### config.mk
export PLATFORM = sky130hd
export DESIGN_NAME = flash_host
export DESIGN_NICKNAME = d
export VERILOG_FILES = /design/src/logic/flash_host_pkg.sv /design/src/logic/flash_host.sv
export VERILOG_INCLUDE_DIRS = /design/src /design/src/logic
export SDC_FILE = /design/constraint.sdc
export NUM_CORES = 1
export LEC_CHECK = 0
export BUFFER_PORTS_ARGS = -buffer_cell sky130_fd_sc_hd__buf_2
export CORE_MARGIN = 3
export CORE_UTILIZATION = 49
export DETAILED_ROUTE_END_ITERATION = 10
export GPL_TIMING_DRIVEN = 0
export MAX_ROUTING_LAYER = met4
export PLACE_DENSITY = 0.82
export SYNTH_ARGS = -nofsm -noshare
export SYNTH_HDL_FRONTEND = slang
export SYNTH_SLANG_ARGS = --single-unit
### constraint.sdc
create_clock -name i_core_clk -period 2.2 [get_ports i_core_clk]
set_clock_uncertainty 0.2 [all_clocks]
set_input_delay 0.33 -clock i_core_clk [delete_from_list [all_inputs] [get_ports i_core_clk]]
set_output_delay 0.33 -clock i_core_clk [all_outputs]
set_load 0.02 [all_outputs]
### src/logic/flash_host_defines.svh
`ifndef FLASH_HOST_DEFINES_SVH
`define FLASH_HOST_DEFINES_SVH

// core clock and cycle rounding
`define CLK_MHZ           200
`define NS_TO_CYC_UP(ns)  ((((ns) * `CLK_MHZ) + 999) / 1000)

// bus cycle times in ns
`define T_SETUP_NS        10
`define T_WE_PULSE_NS     50
`define T_ACCESS_NS       90
`define T_HOLD_NS         10
`define T_RECOVER_NS      20
`define T_RESET_LOW_NS    100
`define T_BUSY_SETTLE_NS  100

// derived cycle counts
`define C_SETUP           `NS_TO_CYC_UP(`T_SETUP_NS)
`define C_WE_PULSE        `NS_TO_CYC_UP(`T_WE_PULSE_NS)
`define C_ACCESS          `NS_TO_CYC_UP(`T_ACCESS_NS)
`define C_HOLD            `NS_TO_CYC_UP(`T_HOLD_NS)
`define C_RECOVER         `NS_TO_CYC_UP(`T_RECOVER_NS)
`define C_RESET_LOW       `NS_TO_CYC_UP(`T_RESET_LOW_NS)
`define C_BUSY_SETTLE     `NS_TO_CYC_UP(`T_BUSY_SETTLE_NS)

// software register offsets
`define REG_CTRL          8'h00
`define REG_ADDR          8'h04
`define REG_WDATA         8'h08
`define REG_STATUS        8'h0c
`define REG_RDATA         8'h10

// flash command codes
`define CMD_READ_ARRAY    8'hff
`define CMD_READ_ID       8'h90
`define CMD_READ_STATUS   8'h70
`define CMD_CLEAR_STATUS  8'h50
`define CMD_ERASE_SETUP   8'h20
`define CMD_CONFIRM       8'hd0
`define CMD_WRITE_SETUP   8'h40
`define CMD_WRITE_SETUP2  8'h10
`define CMD_SUSPEND       8'hb0

// status byte bit positions
`define SR_READY_BIT      7
`define SR_SUSPEND_BIT    6
`define SR_ERASE_ERR_BIT  5
`define SR_WRITE_ERR_BIT  4
`define SR_SUPPLY_ERR_BIT 3

`endif

### src/logic/flash_host_pkg.sv
package flash_host_pkg;

   typedef enum logic [2:0] {
      OP_COMMAND     = 3'b000,
      OP_READ_ARRAY  = 3'b001,
      OP_READ_STATUS = 3'b010,
      OP_READ_ID     = 3'b011,
      OP_WRITE       = 3'b100,
      OP_ERASE       = 3'b101,
      OP_RESET       = 3'b110,
      OP_RAW_READ    = 3'b111
   } op_t;

   typedef enum logic [1:0] {
      MODE_ARRAY  = 2'b00,
      MODE_STATUS = 2'b01,
      MODE_ID     = 2'b10
   } mode_t;

   typedef enum logic [2:0] {
      PH_IDLE      = 3'b000,
      PH_SETUP     = 3'b001,
      PH_STROBE    = 3'b010,
      PH_HOLD      = 3'b011,
      PH_RECOVER   = 3'b100,
      PH_SETTLE    = 3'b101,
      PH_WAIT_IDLE = 3'b110,
      PH_RESET_LOW = 3'b111
   } phase_t;

   typedef struct packed {
      logic        ce_n;
      logic        oe_n;
      logic        we_n;
      logic        powerdown_reset_n;
      logic        program_supply_high;
      logic        data_pins_oe;
      logic [7:0]  data_pins;
      logic [20:0] byte_address_pins;
   } pins_t;

endpackage

### src/logic/flash_host.sv
`timescale 1ns/1ps
`include "flash_host_defines.svh"

module flash_host #(
   parameter int ADDR_W = 21
) (
   input  wire logic                  i_core_clk,
   input  wire logic                  i_rst,
   input  wire logic [7:0]            i_addr,
   input  wire logic [31:0]           i_wdata,
   input  wire logic                  i_wr,
   input  wire logic                  i_rd,
   output logic      [31:0]           o_rdata,
   input  wire logic [7:0]            i_data_pins,
   input  wire logic                  i_engine_idle_pin,
   output flash_host_pkg::pins_t      o_flash
);
   import flash_host_pkg::*;

   typedef struct packed {
      phase_t              phase;
      op_t                 op;
      logic                step;
      logic [7:0]          cnt;
      logic [ADDR_W-1:0]   addr;
      logic [7:0]          wdata;
      logic [7:0]          rdata;
      mode_t               mode;
      logic                busy;
      pins_t               pins;
      logic [31:0]         rdout;
   } state_t;

   state_t s_reg;
   state_t s_next;

   function automatic logic [7:0] cyc(input int n);
      cyc = (n < 1) ? 8'h01 : 8'(n);
   endfunction

   function automatic logic is_read_op(input op_t op);
      is_read_op = (op == OP_READ_ARRAY) || (op == OP_READ_STATUS) ||
                   (op == OP_READ_ID) || (op == OP_RAW_READ);
   endfunction

   // first cycle command byte of each operation
   function automatic logic [7:0] first_cmd(input op_t op, input logic [7:0] wd);
      case (op)
         OP_READ_ARRAY:  first_cmd = `CMD_READ_ARRAY;
         OP_READ_STATUS: first_cmd = `CMD_READ_STATUS;
         OP_READ_ID:     first_cmd = `CMD_READ_ID;
         OP_WRITE:       first_cmd = `CMD_WRITE_SETUP;
         OP_ERASE:       first_cmd = `CMD_ERASE_SETUP;
         default:        first_cmd = wd;
      endcase
   endfunction

   // read mode the flash enters after a command byte
   function automatic mode_t mode_after(input logic [7:0] cmd, input mode_t cur);
      case (cmd)
         `CMD_READ_ARRAY:  mode_after = MODE_ARRAY;
         `CMD_READ_STATUS: mode_after = MODE_STATUS;
         `CMD_READ_ID:     mode_after = MODE_ID;
         `CMD_SUSPEND:     mode_after = MODE_STATUS;
         `CMD_CONFIRM:     mode_after = MODE_STATUS;
         default:          mode_after = cur;
      endcase
   endfunction

   always_comb begin
      s_next = s_reg;
      s_next.rdout = 32'h0000_0000;
      if (s_reg.cnt != 8'h00) begin
         s_next.cnt = s_reg.cnt - 8'h01;
      end
      if (i_rd) begin
         case (i_addr)
            `REG_CTRL:   s_next.rdout = {29'h0, s_reg.op};
            `REG_ADDR:   s_next.rdout = {{(32 - ADDR_W){1'b0}}, s_reg.addr};
            `REG_WDATA:  s_next.rdout = {24'h0, s_reg.wdata};
            `REG_STATUS: s_next.rdout = {26'h0, s_reg.mode, s_reg.pins.program_supply_high,
                                         s_reg.pins.powerdown_reset_n, i_engine_idle_pin, s_reg.busy};
            `REG_RDATA:  s_next.rdout = {24'h0, s_reg.rdata};
            default:     s_next.rdout = 32'h0000_0000;
         endcase
      end
      if (i_wr && !s_reg.busy) begin
         case (i_addr)
            `REG_ADDR:  s_next.addr = i_wdata[ADDR_W-1:0];
            `REG_WDATA: s_next.wdata = i_wdata[7:0];
            `REG_CTRL: begin
               s_next.op = op_t'(i_wdata[2:0]);
               s_next.busy = 1'b1;
               s_next.step = (op_t'(i_wdata[2:0]) == OP_RAW_READ) ||
                             ((op_t'(i_wdata[2:0]) == OP_READ_ARRAY) && (s_reg.mode == MODE_ARRAY));
               if (op_t'(i_wdata[2:0]) == OP_RESET) begin
                  s_next.phase = PH_RESET_LOW;
                  s_next.cnt = cyc(`C_RESET_LOW);
                  s_next.pins.powerdown_reset_n = 1'b0;
               end else begin
                  s_next.phase = PH_SETUP;
                  s_next.cnt = cyc(`C_SETUP);
               end
            end
            default: ;
         endcase
      end
      case (s_reg.phase)
         PH_IDLE: ;
         PH_SETUP: begin
            s_next.pins.ce_n = 1'b0;
            s_next.pins.byte_address_pins = s_reg.addr;
            if (s_reg.step && is_read_op(s_reg.op)) begin
               s_next.pins.data_pins_oe = 1'b0;
            end else begin
               s_next.pins.data_pins_oe = 1'b1;
               s_next.pins.data_pins = s_reg.step ?
                  ((s_reg.op == OP_ERASE) ? `CMD_CONFIRM : s_reg.wdata) : first_cmd(s_reg.op, s_reg.wdata);
               // supply high for data and confirm
               s_next.pins.program_supply_high = s_reg.step;
            end
            if (s_reg.cnt == 8'h01) begin
               s_next.phase = PH_STROBE;
               if (s_reg.step && is_read_op(s_reg.op)) begin
                  s_next.pins.oe_n = 1'b0;
                  s_next.cnt = cyc(`C_ACCESS);
               end else begin
                  s_next.pins.we_n = 1'b0;
                  s_next.cnt = cyc(`C_WE_PULSE);
               end
            end
         end
         PH_STROBE: begin
            if (s_reg.cnt == 8'h01) begin
               s_next.pins.we_n = 1'b1;
               s_next.pins.oe_n = 1'b1;
               s_next.phase = PH_HOLD;
               s_next.cnt = cyc(`C_HOLD);
               if (!s_reg.pins.oe_n) begin
                  s_next.rdata = i_data_pins;
               end
            end
         end
         PH_HOLD: begin
            if (s_reg.cnt == 8'h01) begin
               s_next.pins.ce_n = 1'b1;
               s_next.pins.data_pins_oe = 1'b0;
               s_next.phase = PH_RECOVER;
               s_next.cnt = cyc(`C_RECOVER);
               if (!s_reg.step || !is_read_op(s_reg.op)) begin
                  s_next.mode = mode_after(s_reg.pins.data_pins, s_reg.mode);
               end
            end
         end
         PH_RECOVER: begin
            if (s_reg.cnt == 8'h01) begin
               if (!s_reg.step && s_reg.op != OP_COMMAND) begin
                  s_next.step = 1'b1;
                  s_next.phase = PH_SETUP;
                  s_next.cnt = cyc(`C_SETUP);
               end else if (s_reg.step && (s_reg.op == OP_WRITE || s_reg.op == OP_ERASE)) begin
                  s_next.phase = PH_SETTLE;
                  s_next.cnt = cyc(`C_BUSY_SETTLE);
               end else begin
                  s_next.phase = PH_IDLE;
                  s_next.busy = 1'b0;
               end
            end
         end
         PH_SETTLE: begin
            if (s_reg.cnt == 8'h01) begin
               s_next.phase = PH_WAIT_IDLE;
            end
         end
         PH_WAIT_IDLE: begin
            // engine idle pin ends the job
            if (i_engine_idle_pin) begin
               s_next.pins.program_supply_high = 1'b0;
               s_next.mode = MODE_STATUS;
               s_next.phase = PH_IDLE;
               s_next.busy = 1'b0;
            end
         end
         PH_RESET_LOW: begin
            if (s_reg.cnt == 8'h01) begin
               s_next.pins.powerdown_reset_n = 1'b1;
               s_next.mode = MODE_ARRAY;
               s_next.phase = PH_RECOVER;
               s_next.step = 1'b1;
               s_next.cnt = cyc(`C_RECOVER);
            end
         end
         default: s_next.phase = PH_IDLE;
      endcase
   end

   always_ff @(posedge i_core_clk) begin
      if (i_rst) begin
         s_reg <= '{phase: PH_IDLE, op: OP_COMMAND, step: 1'b0, cnt: 8'h00, addr: '0,
                    wdata: 8'h00, rdata: 8'h00, mode: MODE_ARRAY, busy: 1'b0,
                    pins: '{ce_n: 1'b1, oe_n: 1'b1, we_n: 1'b1, powerdown_reset_n: 1'b1,
                            program_supply_high: 1'b0, data_pins_oe: 1'b0, data_pins: 8'h00,
                            byte_address_pins: 21'h000000},
                    rdout: 32'h0000_0000};
      end else begin
         s_reg <= s_next;
      end
   end

   assign o_rdata = s_reg.rdout;
   assign o_flash = s_reg.pins;

endmodule

# ---- Word level (Yosys, flattened, before mapping)
# Cells that the tools add are included.
dict set report totals {
  regBits 122
  latch_bits 0
  ramBits 0
  mem_bits_ro 0
  input_bits 53
  output_inout_bits 67
  word_cells 153
  memories 0
}
dict set report op_classes {
  n_addsub 1
  mul 0
  div_mod_pow 0
  magnitude_cmp 0
  eq_ne 35
  shifts 0
  muxes 61
  n_bitwise 3
  reduce_logical 35
}
# operator n
set ops {}
lappend ops {{$pmux W21 S5} 1}
lappend ops {{$pmux W8 S5} 2}
lappend ops {{$mux W8} 9}
lappend ops {{$mux W44} 1}
lappend ops {{$eq A8 B8 Y1 const B} 4}
lappend ops {{$mux W3} 10}
lappend ops {{$eq A3 B3 Y1 const B} 9}
lappend ops {{$mux W21} 1}
lappend ops {{$mux W1} 18}
lappend ops {{$mux W9} 2}
lappend ops {{$pmux W3 S6} 1}
lappend ops {{$eq A8 B4 Y1 const B} 2}
lappend ops {{$ne A2 B2 Y1 const B} 8}
lappend ops {{$mux W15} 1}
lappend ops {{$eq A3 B2 Y1 const B} 4}
lappend ops {{$pmux W2 S3} 2}
lappend ops {{$mux W2} 5}
lappend ops {{$mux W5} 2}
lappend ops {{$pmux W1 S2} 5}
lappend ops {{$reduce_and A2 Y1} 5}
lappend ops {{$eq A3 B1 Y1 const B} 3}
lappend ops {{$eq A8 B1 Y1 const B} 1}
lappend ops {{$eq A8 B3 Y1 const B} 1}
lappend ops {{$eq A8 B5 Y1 const B} 1}
lappend ops {{18 further kinds} 37}

# ---- Depth between registers and ports, before layout
dict set report logic_depth {
  word_depth 9
  depth_mapped 9
  depth_no_buf 7
}

# ---- Worst setup path after synthesis
# Ideal clock, no wire load.
dict set report synth_path {
  kind {flip-flop to flip-flop}
  from {reg s_reg[117] (netlist name)}
  to {reg s_reg (netlist bit o_flash[21])}
  setup_ps 133
  arrival_ps 1984
  required_ps 1867
  path_slack_ps -117
  stages_incl_launch_ff 9
  path_buffers 2
  period_less_slack_ps 2317
  path_cell_list {dfxtp_1 clkbuf_1 inv_1 ha_1 or2_2 clkbuf_1 a21boi_0 a211oi_1 a211oi_1}
}
dict set report synth_between {
  elab_chain_cells 7
  word_cells_on_any_way 15
  classes_between {eq/ne (6); mux (3); bitwise (1); reduce/logical (5)}
}
# element line_no
set synth_rtl {}
lappend synth_rtl {{from (decl)} flash_host.sv:34} ;# state_t s_reg;
lappend synth_rtl {{from (signal assigned)} flash_host.sv:199} ;# s_reg <= '{phase: PH_IDLE, op: OP_COMMAND, step: 1'b0, cnt: 8'h00, addr: '0,
lappend synth_rtl {{from (signal assigned)} flash_host.sv:206} ;# s_reg <= s_next;
lappend synth_rtl {{$eq A3 B1 Y1 / $eq A3 B2 Y1 (equally long branches)} {flash_host.sv:42, flash_host.sv:48}}
lappend synth_rtl {{$logic_or A1 B1 Y1 (2 in series)} flash_host.sv:42} ;# is_read_op = (op == OP_READ_ARRAY) || (op == OP_READ_STATUS) ||
lappend synth_rtl {{$logic_or A1 B1 Y1} flash_host.sv:43} ;# (op == OP_READ_ID) || (op == OP_RAW_READ);
lappend synth_rtl {{$logic_and A1 B1 Y1} flash_host.sv:113} ;# if (s_reg.step && is_read_op(s_reg.op)) begin
lappend synth_rtl {{$not A1 Y1 (no source line)} n/a}
lappend synth_rtl {{$reduce_and A2 Y1 (no source line)} n/a}
# Several ways; a longest one is shown, not always the timed one.
# A chain may end at the register's enable or synchronous reset.

# ---- Final worst setup path
dict set report layout_path {
  from {reg s_reg[110] (netlist name)}
  to {reg s_reg[71] (netlist name)}
}
dict set report layout_between {
  elab_chain_cells 2
}
# element line_no
set layout_rtl {}
lappend layout_rtl {{$eq A8 B1 Y1} flash_host.sv:134} ;# if (s_reg.cnt == 8'h01) begin
lappend layout_rtl {{$reduce_and A3 Y1 (no source line)} n/a}
# Every way passes these cells.

==> flow_metrics.py <==
metrics = {
    "cts": {
        "cts_buffer_depth": 2,
        "insertion_delay_ns": 0.39,
        "cts_sinks": 111,
        "cts-htree-levels": 3,
        "clkTransAtPathRegs_ns": 0.11,
        "root_buffer": "clkbuf_8",
        "cts_tree": "done",
        "cts_made_buffers": 9,
    },
    "final_layout": {
        "area_growth_pct": 28.1,
        "drive_above_1_share_pct": 33.2,
        "instances_no_fill": 970,
        "largest_reg_flops": 55,
        "n_antenna_cell": 0,
        "layout.nets": 886,
    },
    "sta": {
        "relSlewSlack_pct": 53.8,
        "slew_violations": 0,
        "clock.fmax_ghz": 0.412,
        "setup_viol": 14,
        "final-hold-violation-count": 0,
        "fin_crit_sh_pct": 110,
        "fin_ws_ns": -0.227,
        "fin_crit_ns": 2.43,
        "whs_ns": 0.00617,
        "rsz0062_at_grt": "true",
        "worstMarginPinSlew_ns": 0.693,
    },
    "pwr": {
        "power_density_nw_per_um2": 669,
        "power_uw": 4650,
        "ir_drop_uv": 470,
        "p_leak_uw": 0.00280,
    },
    "drt": {
        "drc": 0,
        "wirelength_um": 16800,
        "initialDrtViolationCount": 525,
        "antenna_left": 0,
        "vias": 5506,
        "wl_per_cell_um": 17.3,
        "drt-pass1-iter-count": 5,
        "vias_per_cell": 5.68,
    },
    "critical_path": {
        "worst-path-max-fanout": 8,
        "setup.worst_path.start_class": "flip-flop",
        "path_class": "flip-flop to flip-flop",
        "cp.required_ns": 2.26,
        "end_kind": "flip-flop",
        "crit_arrival_ns": 2.49,
    },
    "logic_synthesis": {
        "synth_async_sr_flop_share_pct": 0,
        "yosysSeqAreaShare_pct": 41.0,
        "yosys.area.top_type": "dfxtp_1",
        "synthFlopType": "dfxtp_1",
        "ys_ff_latch": 111,
        "synth_area_um2": 5420,
        "synth_area_per_cell_um2": 8.02,
        "yosys_warnings": 0,
        "synth_top_area_share_pct": 41.0,
        "synth_edf_count": 0,
        "syn_inst": 676,
        "synth.area.top_cells": "dfxtp_1, buf_4, a21oi_1, nand2_1, nand3_1",
        "synth_cell_types": 63,
    },
    "placement": {
        "port_buffers": 96,
        "dp.cells": 918,
        "gp_congestion": 0.958,
        "dpl.hpwl_um": 11800,
    },
    "global_route": {
        "antenna_found_initial": 0,
        "grt_usage_pct": 27.3,
        "grt_max_degree": 20,
        "grt_pass1_wl_um": 26800,
        "gr-total-overflow": 0,
        "grt_pass1_vias": 5373,
    },
    "die": {
        "dieWidth_um": 111,
        "io_pins": 120,
        "start_util_pct": 51.4,
        "dieArea_um2": 12400,
        "num_rows": 37,
        "chipHeight_um": 111,
        "core_area_um2": 10600,
    },
    "run": {
        "cap_viol_max_count": 0,
    },
    "worst_hold_path": {
        "hp-class": "primary input to flip-flop",
    },
    "outcome": {
        "status": "finished, violations left",
        "violations": "negative setup slack",
    },
}
## placed cells by master, fill, tap and decap left out, types with 9 or more instances in the layout
cell type,instances
a21oi_2,11
nand2_2,9
inv_1,11
clkbuf_2,9
nand3_1,28
mux2i_1,9
and3_1,18
dfxtp_1,104
dlygate4sd3_1,21
nor3_1,16
buf_2,97
clkbuf_8,11
o21ai_0,15
clkbuf_1,24
a21oi_1,72
nor2b_1,9
conb_1,11
nand2_1,101
buf_4,85
nor2_1,32
## worst max-delay path: stages, from the launching register on
cell	delay (ns)
dfxtp_2	0.34
or3_4	0.39
or4b_4	0.53
or4_4	0.68
nand2_2	0.11
a21oi_2	0.05
## routing by layer
metal | routed length (um) | GRT usage (%) | vias up | part of all wire (%)
met4 | 534 | 12.7 | 0 | 3.2
li1 | - | - | 2596 | -
met3 | 1390 | 3.82 | 49 | 8.3
met2 | 7920 | 42.5 | 282 | 47
met5 | 0 | - | - | 0
met1 | 6960 | 35.1 | 2579 | 41
## cell families (layout without fill, tap and decap cells)
| logic type | count (synthesis) | count (layout) | share of synthesized area (%) |
|---|---|---|---|
| and+or+nand+nor | 266 | 266 | 24.2 |
| AOI/OAI and AO/OA | 156 | 156 | 17.7 |
| buffers and inverters | 121 | 269 | 13.1 |
| DFF | 111 | 111 | 41.0 |
| muxes | 10 | 10 | 1.87 |
| xor gates and xnor gates | 7 | 7 | 1.13 |
| adders and majority gates | 4 | 4 | 0.923 |
| other | 1 | 11 | 0.0691 |
## where the power goes
group	total [uW]	internal [uW]	switching [uW]
registers	2160	2080	73.6
clock network	1220	462	762
logic	1270	655	613
## path summary, 6_finish.rpt
path / startpoint / to / slack (ns) / cells past startpoint
worst max-delay path: s_reg[110] / s_reg[71] / -0.23 / 5
worst min-delay path: i_wdata[5] / s_reg[91] / 0.006 / 3
worst max register to register: s_reg[110] / s_reg[71] / -0.23 / 5
worst min register to register: o_flash[9] / o_flash[9] / 0.27 / 2
## cells in the mapped netlist (all sizes together), types with 5 or more instances
library cell,instances
and3,18
nand2,110
nand2b,5
nand3,28
a22oi,5
a21oi,83
clkbuf,37
mux2i,9
dfxtp,111
nor4,9
a211oi,9
a221oi,6
a222oi,6
inv,12
xnor2,5
buf,72
nor2b,9
nor2,35
nor3,19
and2,6
o211ai,5
nand4,5
o21ai,19
## repair_timing
action                     CTS  global route
setup endpoints to repair   34            58
hold endpoints to repair    22             0
hold buffers                21             0
resized for setup           36            52
gates cloned                 0             0
setup buffers               11             8
pin swaps                   14            20
## area by class of cell
| class | count | area (um2) |
|---|---|---|
| Sequential cell | 111 | 2240 |
| Fill cell | 869 | 3610 |
| Inverter | 12 | 45.0 |
| Multi-Input combinational cell | 454 | 2780 |
| Buffer | 105 | 692 |
| Clock buffer | 10 | 138 |
| Timing Repair Buffer | 136 | 837 |
| Tap cell | 136 | 170 |
| Clock inverter | 6 | 53.8 |
## metrics by stage
step                      instance area, um2  setup slack, ns  TNS, ns  utilization, %
after floorplan                         5510          -0.0560   -0.473               -
after global placement                  6160           -0.427   -15.04            58.4
final                                   6950           -0.227    -2.26            65.8
after detailed placement                6160           -0.423   -18.13            58.4
after CTS                               6760           -0.190    -1.60            64.0
after global routing                    6950           -0.252    -2.72            65.8
(Power assumes the default switching activity.)
